File: src/i2c_slave_pkg.sv
package i2c_slave_pkg;

    // register bank
    localparam int NUM_REGS = 34;
    localparam int REG_W = 8;
    localparam int PTR_W = 6;
    localparam logic [7:0] SUB_LIMIT = 8'h22;
    localparam logic [PTR_W-1:0] PTR_LAST = 6'h21;
    localparam logic [PTR_W-1:0] PTR_RESET = 6'h00;
    localparam logic [REG_W-1:0] REG_RESET = 8'h00;

    // slave address layout: [6] fixed one, [5] strapped, [4:0] fixed zero
    localparam int ADDR_FIX_HI_POS = 6;
    localparam int ADDR_STRAP_POS = 5;
    localparam logic ADDR_FIX_HI = 1'b1;
    localparam logic [4:0] ADDR_FIX_LO = 5'h00;

    // bit counting within one byte
    localparam logic [3:0] BITS_PER_BYTE = 4'h8;
    localparam logic [3:0] CNT_ZERO = 4'h0;
    localparam logic [3:0] CNT_ONE = 4'h1;

    // chip-select rising edges that lock the four-wire mode
    localparam logic [1:0] LOCK_EDGES = 2'h3;
    localparam logic [1:0] EDGE_ZERO = 2'h0;

    // link clock period seen in the bench and the system clock period
    localparam int LINK_PERIOD_NS = 400;
    localparam int CLK_PERIOD_NS = 50;
    localparam int LINK_CYCLES = (LINK_PERIOD_NS + CLK_PERIOD_NS - 1) / CLK_PERIOD_NS;

    typedef enum logic [2:0] {
        ST_IDLE,
        ST_ADDR,
        ST_SUB,
        ST_WR,
        ST_RD
    } slave_state_t;

endpackage

File: src/i2c_register_slave_port.sv
`timescale 1ns/100ps
module i2c_register_slave_port
    import i2c_slave_pkg::*;
(
    input wire logic ref_clk,
    input wire logic rstn,
    input wire logic scl_i,
    input wire logic sda_i,
    output logic sda_o,
    output logic sda_oe,
    input wire logic strapped_address_bit,
    output logic four_wire_q,
    output logic wr_pulse_q,
    output logic [PTR_W-1:0] wr_addr_q,
    output logic [REG_W-1:0] wr_data_q,
    output logic [NUM_REGS*REG_W-1:0] regs_q
);

    // two-stage synchronisers; stage one feeds stage two only
    logic scl_m_q, scl_s_q, scl_p_q;
    logic sda_m_q, sda_s_q, sda_p_q;
    logic cs_m_q, cs_s_q, cs_p_q;

    always_ff @(posedge ref_clk or negedge rstn) begin
        if (!rstn) begin
            scl_m_q <= 1'b1;
            scl_s_q <= 1'b1;
            scl_p_q <= 1'b1;
            sda_m_q <= 1'b1;
            sda_s_q <= 1'b1;
            sda_p_q <= 1'b1;
            cs_m_q <= 1'b0;
            cs_s_q <= 1'b0;
            cs_p_q <= 1'b0;
        end else begin
            scl_m_q <= scl_i;
            scl_s_q <= scl_m_q;
            scl_p_q <= scl_s_q;
            sda_m_q <= sda_i;
            sda_s_q <= sda_m_q;
            sda_p_q <= sda_s_q;
            cs_m_q <= strapped_address_bit;
            cs_s_q <= cs_m_q;
            cs_p_q <= cs_s_q;
        end
    end

    logic scl_rise, scl_fall, start_ev, stop_ev, cs_rise;
    assign scl_rise = scl_s_q & ~scl_p_q;
    assign scl_fall = ~scl_s_q & scl_p_q;
    assign start_ev = scl_s_q & scl_p_q & sda_p_q & ~sda_s_q;
    assign stop_ev = scl_s_q & scl_p_q & ~sda_p_q & sda_s_q;
    assign cs_rise = cs_s_q & ~cs_p_q;

    // four-wire lock: power cycle (reset) is the only way back
    logic [1:0] edges_q, edges_d;
    logic four_wire_d;

    always_comb begin
        edges_d = edges_q;
        four_wire_d = four_wire_q;
        if (cs_rise && !four_wire_q) begin
            edges_d = edges_q + 2'h1;
            if (edges_d == LOCK_EDGES) begin
                four_wire_d = 1'b1;
            end
        end
    end

    always_ff @(posedge ref_clk or negedge rstn) begin
        if (!rstn) begin
            edges_q <= EDGE_ZERO;
            four_wire_q <= 1'b0;
        end else begin
            edges_q <= edges_d;
            four_wire_q <= four_wire_d;
        end
    end

    // protocol engine
    slave_state_t st_q, st_d;
    logic [3:0] cnt_q, cnt_d;
    logic nine_q, nine_d;
    logic [7:0] sh_q, sh_d;
    logic [7:0] tx_q, tx_d;
    logic dir_q, dir_d;
    logic [PTR_W-1:0] ptr_q, ptr_d;
    logic oe_q, oe_d;
    logic wr_pulse_d;
    logic [PTR_W-1:0] wr_addr_d;
    logic [REG_W-1:0] wr_data_d;
    logic [NUM_REGS*REG_W-1:0] regs_d;
    logic [6:0] own_addr;
    logic addr_match, eval_ev, end_ev;
    logic [PTR_W-1:0] ptr_next;
    logic [REG_W-1:0] rd_byte;

    assign own_addr = {ADDR_FIX_HI, cs_s_q, ADDR_FIX_LO};
    assign addr_match = (sh_q[7:1] == own_addr);
    assign eval_ev = scl_fall && !nine_q && (cnt_q == BITS_PER_BYTE);
    assign end_ev = scl_fall && nine_q;
    // wrapping past the last register keeps bursts inside the bank
    assign ptr_next = (ptr_q == PTR_LAST) ? PTR_RESET : ptr_q + 6'h01;
    assign rd_byte = regs_q[{ptr_q, 3'b000} +: REG_W];

    always_comb begin
        st_d = st_q;
        cnt_d = cnt_q;
        nine_d = nine_q;
        sh_d = sh_q;
        tx_d = tx_q;
        dir_d = dir_q;
        ptr_d = ptr_q;
        oe_d = oe_q;
        wr_pulse_d = 1'b0;
        wr_addr_d = wr_addr_q;
        wr_data_d = wr_data_q;
        regs_d = regs_q;
        if (four_wire_q) begin
            st_d = ST_IDLE;
            oe_d = 1'b0;
            nine_d = 1'b0;
            cnt_d = CNT_ZERO;
        end else if (stop_ev) begin
            st_d = ST_IDLE;
            oe_d = 1'b0;
            nine_d = 1'b0;
            cnt_d = CNT_ZERO;
        end else if (start_ev) begin
            // a start in any state, while not four-wire locked, abandons the access and begins a new address phase
            st_d = ST_ADDR;
            oe_d = 1'b0;
            nine_d = 1'b0;
            cnt_d = CNT_ZERO;
        end else if (st_q == ST_IDLE) begin
            oe_d = 1'b0;
        end else if (scl_rise) begin
            if (cnt_q < BITS_PER_BYTE) begin
                sh_d = {sh_q[6:0], sda_s_q};
                cnt_d = cnt_q + CNT_ONE;
            end else begin
                cnt_d = CNT_ZERO;
                nine_d = 1'b1;
                if (st_q == ST_RD && sda_s_q) begin
                    st_d = ST_IDLE;
                end
            end
        end else if (eval_ev) begin
            case (st_q)
                ST_ADDR: begin
                    if (addr_match) begin
                        oe_d = 1'b1;
                        dir_d = sh_q[0];
                    end else begin
                        st_d = ST_IDLE;
                        oe_d = 1'b0;
                    end
                end
                ST_SUB: begin
                    if (sh_q < SUB_LIMIT) begin
                        oe_d = 1'b1;
                        ptr_d = sh_q[PTR_W-1:0];
                    end else begin
                        st_d = ST_IDLE;
                        oe_d = 1'b0;
                    end
                end
                ST_WR: begin
                    oe_d = 1'b1;
                    regs_d[{ptr_q, 3'b000} +: REG_W] = sh_q;
                    wr_pulse_d = 1'b1;
                    wr_addr_d = ptr_q;
                    wr_data_d = sh_q;
                    ptr_d = ptr_next;
                end
                ST_RD: begin
                    oe_d = 1'b0;
                    ptr_d = ptr_next;
                end
                default: begin
                    st_d = ST_IDLE;
                    oe_d = 1'b0;
                end
            endcase
        end else if (end_ev) begin
            nine_d = 1'b0;
            oe_d = 1'b0;
            case (st_q)
                ST_ADDR: begin
                    if (dir_q) begin
                        st_d = ST_RD;
                        tx_d = rd_byte;
                        oe_d = ~rd_byte[7];
                    end else begin
                        st_d = ST_SUB;
                    end
                end
                ST_SUB: st_d = ST_WR;
                ST_WR: st_d = ST_WR;
                ST_RD: begin
                    tx_d = rd_byte;
                    oe_d = ~rd_byte[7];
                end
                default: st_d = ST_IDLE;
            endcase
        end else if (scl_fall && st_q == ST_RD && cnt_q != CNT_ZERO) begin
            tx_d = {tx_q[6:0], 1'b0};
            oe_d = ~tx_d[7];
        end
    end

    always_ff @(posedge ref_clk or negedge rstn) begin
        if (!rstn) begin
            st_q <= ST_IDLE;
            cnt_q <= CNT_ZERO;
            nine_q <= 1'b0;
            sh_q <= REG_RESET;
            tx_q <= REG_RESET;
            dir_q <= 1'b0;
            ptr_q <= PTR_RESET;
            oe_q <= 1'b0;
            wr_pulse_q <= 1'b0;
            wr_addr_q <= PTR_RESET;
            wr_data_q <= REG_RESET;
            regs_q <= '0;
        end else begin
            st_q <= st_d;
            cnt_q <= cnt_d;
            nine_q <= nine_d;
            sh_q <= sh_d;
            tx_q <= tx_d;
            dir_q <= dir_d;
            ptr_q <= ptr_d;
            oe_q <= oe_d;
            wr_pulse_q <= wr_pulse_d;
            wr_addr_q <= wr_addr_d;
            wr_data_q <= wr_data_d;
            regs_q <= regs_d;
        end
    end

    // open drain: the pin is only ever pulled low
    assign sda_o = 1'b0;
    assign sda_oe = oe_q;

    logic quiet;
    assign quiet = !four_wire_q && !stop_ev && !start_ev;
endmodule

File: config.mk
export PLATFORM = sky130hd
export DESIGN_NAME = i2c_register_slave_port
export DESIGN_NICKNAME = d
export VERILOG_FILES = /design/src/i2c_slave_pkg.sv /design/src/i2c_register_slave_port.sv
export SDC_FILE = /design/constraint.sdc
export NUM_CORES = 1
export LEC_CHECK = 0
export ABC_AREA = 1
export BUFFER_PORTS_ARGS = -buffer_cell sky130_fd_sc_hd__buf_2
export CORE_MARGIN = 2
export CORE_UTILIZATION = 45
export CTS_CLUSTER_SIZE = 30
export DETAILED_ROUTE_END_ITERATION = 7
export PLACE_DENSITY = 0.78
export REMOVE_ABC_BUFFERS = 1
export SYNTH_ARGS = -nofsm -noshare
export SYNTH_HDL_FRONTEND = slang
export SYNTH_SLANG_ARGS = --single-unit
File: constraint.sdc
create_clock -name ref_clk -period 3.3 [get_ports ref_clk]
set_input_delay 0.66 -clock ref_clk [delete_from_list [all_inputs] [get_ports ref_clk]]
set_output_delay 0.66 -clock ref_clk [all_outputs]
set_load 0.05 [all_outputs]
==> run_results.csv <==
group,metric,value,unit
outcome,status,"complete, no violations",
power_and_ir_drop,ir_drop,0.000340,V
layout,n_antenna_cell,0,
yosys,ys_warn_count,0,
timing,fin_worst_skew,24.8,ps
clock_network,path_clk_slew,60,ps
drt,drtIter0Drc,2373,
timing,rsz0062_at_grt,"false",
layout,seq_area,8270,um^2
drt,wl_per_cell,22.1,um
yosys,synthesis.area,15800,um^2
clock_network,cts_htree_levels,2,
global_routing,antenna_found_initial,0,
timing,fin_crit_sh,95.0,%
placement,hpwl,43900,um
job,max_cap_viol_count,0,
power_and_ir_drop,p_leak,9.62,nW
power_and_ir_drop,p_per_area,455,nW/um^2
layout,nNetsFinal,2323,
layout,area_delta_synth_final,20.9,%
die,ios,295,
yosys,synthCells,2038,
timing,setup_viol,0,
layout,drive_above_1_share,18.9,%
clock_network,cts_setup_buffers,0,
global_routing,overflow,0,
timing,slew_viol_final,0,
clock_network,numCtsBuffers,36,
drt,vias_per_cell,5.79,
timing,final-hold-violation-count,0,
setup_path,crit_fanout,18,
timing,worst_pin_slew,842,ps
setup_path,cp.required,3670,ps
yosys,yosys-top-cells-area,"dfrtp_1 51%, nand2_1 13%, o21ai_0 12%",
yosys,synth_top_area_share,51.2,%
setup_path,arrival,3510,ps
yosys,async_reset_ff_share,100,%
drt,routed_wl,61600,um
yosys,syn_avg_cell_area,7.78,um^2
timing,slew_headroom,43.9,%
yosys,ys_top_cells_by_count,"568 x nand2_1, 370 x o21ai_0, 324 x dfrtp_1",
layout,fillers,3238,
setup_path,path_delay_family,"simple AND/OR/NAND/NOR gates",
timing,max_freq,319,MHz
die,core,34600,um^2
drt,drc,0,
setup_path,crit_chain,"clkinv_2, ha_1, or2_2, nand2_2, inv_1, buf_4, nor2_1, inv_1, nor3_1, nand2_1, nand2_1, o21ai_0",
global_routing,grtUsageTotal,33.3,%
global_routing,grt_pass1_wl,91000,um
placement,place.gp.congestion,0.969,
setup_path,cp_slowest_cell,"dfrtp_4",
yosys,ys_seq_elements,330,
clock_network,cts_tree,"built",
die,die_y,192,um
clock_network,ctsHoldBuffers,0,
die,start_util,45.8,%
yosys,ys_seq_area_share,52.2,%
yosys,synth_top_flop_cell,"dfrtp_1",
drt,dr.pass1.iters,6,
clock_network,cts_root_buffer,"clkbuf_16",
yosys,post-synth-top-area-cell,"dfrtp_1",
die,die_w,192,um
hold_path,min_path_type,"in2async",
yosys,synth_most_common_cell,"nand2_1",
die,die-area,36700,um^2
setup_path,critPathBufInv,4,
timing,tns,0,ps
placement,io_buffers,293,
clock_network,cts_sinks,330,
setup_path,cp-start-kind,"register",
drt,num_vias,16100,
global_routing,grt_max_degree,169,
clock_network,cts_buffer_depth,3,
clock_network,clock_latency,540,ps
setup_path,cp-end-kind,"register",
setup_path,slowest_delay,440,ps
timing,timing.hold.ws,88.8,ps
die,rows,68,
yosys,synth_edf_count,0,
setup_path,worstSetupPathType,"reg2reg",
global_routing,grt_pass1_vias,14800,
drt,drtAntennaViolNets,0,
timing,finalCriticalPeriod,3130,ps
layout,multi_input_area,6640,um^2
yosys,yosysUniqueCellTypes,41,
clock_network,cts.repair.resized,0,
==> metrics by stage <==
step / utilization [%] / power [mW] / worst slack (ps) / cell area (um^2) / instances
6_report: 55.3 / 8.72 / 166 / 19200 / 2789
2_1_floorplan: - / 4.33 / -4600 / 15300 / 1922
5_1_grt: 55.3 / 8.94 / 24.8 / 19200 / 2789
3_5_place_dp: 51.7 / 4.51 / 337 / 17900 / 2726
4_1_cts: 55.3 / 8.73 / 322 / 19200 / 2789
3_3_place_gp: 51.7 / 4.50 / 483 / 17900 / 2726
==> layer usage <==
layer	track usage, %	vias up	routed length [um]
li1	-	7221	-
met1	46.0	7611	23700
met2	49.7	1118	27100
met3	7.25	191	7440
met4	16.6	0	3420
met5	0	-	0
==> worst paths after layout <==
| path | cells past startpoint | end | slack, ps | startpoint |
|---|---|---|---|---|
| max | 12 | regs_q[128] | 170 | ptr_q[0] |
| min | 1 | regs_q[169] | 90 | rstn |
| max reg2reg | 12 | regs_q[128] | 170 | ptr_q[0] |
| min reg2reg | 0 | cs_s_q | 350 | cs_m_q |
| max in group asynchronous | 2 | regs_q[51] | 2330 | rstn |
| min in group ref_clk | 1 | scl_m_q | 240 | scl_i |
==> cells by family (layout without fill, tap and decap cells) <==
group	after synthesis	in the layout	share of synthesized area, %
flops	330	330	52.2
simple gates	978	978	25.1
compound gates	480	480	15.7
other cells	1	1	0.0237
xor+xnor	6	6	0.332
fa+ha+maj	9	9	0.711
mux	1	1	0.0632
buf+inv	233	529	5.91
==> where the power goes <==
part / switching [mW] / total, mW / internal (mW)
sequential: 0.0488 / 4.13 / 4.09
combinational: 0.230 / 0.298 / 0.0678
clock: 1.69 / 4.29 / 2.60
==> layout make-up <==
cell class,instances,area share [%]
flip-flops and latches,330,43.2
multi-input cells,1475,34.7
repair buffers,349,10.3
clock buffers,55,5.92
well taps,455,2.97
inverters,117,2.30
clock inverters,8,0.660
==> worst reg2reg max path, stage by stage, from the launching register on <==
cell	delay [ps]
dfrtp_4	440
clkinv_2	90
ha_1	230
or2_2	310
nand2_2	270
inv_1	80
buf_4	200
nor2_1	170
inv_1	80
nor3_1	430
nand2_1	430
nand2_1	170
o21ai_0	90
==> sequential cells by signal (all words and copies together), names as in the netlist <==
register,flops
sda_m_q,1
scl_s_q,1
ptr_q,6
sh_q,8
st_q,3
scl_m_q,1
dir_q,1
sda_p_q,1
cs_p_q,1
tx_q,7
cs_s_q,1
wr_addr_q,6
nine_q,1
sda_s_q,1
wr_pulse_q,1
edges_q,2
scl_p_q,1
cnt_q,4
cs_m_q,1
regs_q,272
wr_data_q,8
sda_oe,1
four_wire_q,1
==> cells in the final DEF (no fill, tap or decap), types with 4 or more instances in the layout <==
cell type	count
a211oi_1	7
a21boi_0	6
a21oi_1	63
buf_12	6
buf_2	292
buf_4	50
clkbuf_1	4
clkbuf_16	37
clkbuf_8	14
dfrtp_1	322
dfstp_2	6
ha_1	9
inv_1	112
nand2_1	568
nand2_2	5
nand3_1	91
nand4_1	25
nor2_1	246
nor3_1	24
o21ai_0	370
o21ai_1	4
o22ai_1	23
or2_2	8
xor2_1	4
Note: power is estimated with default switching activity, not from simulation.
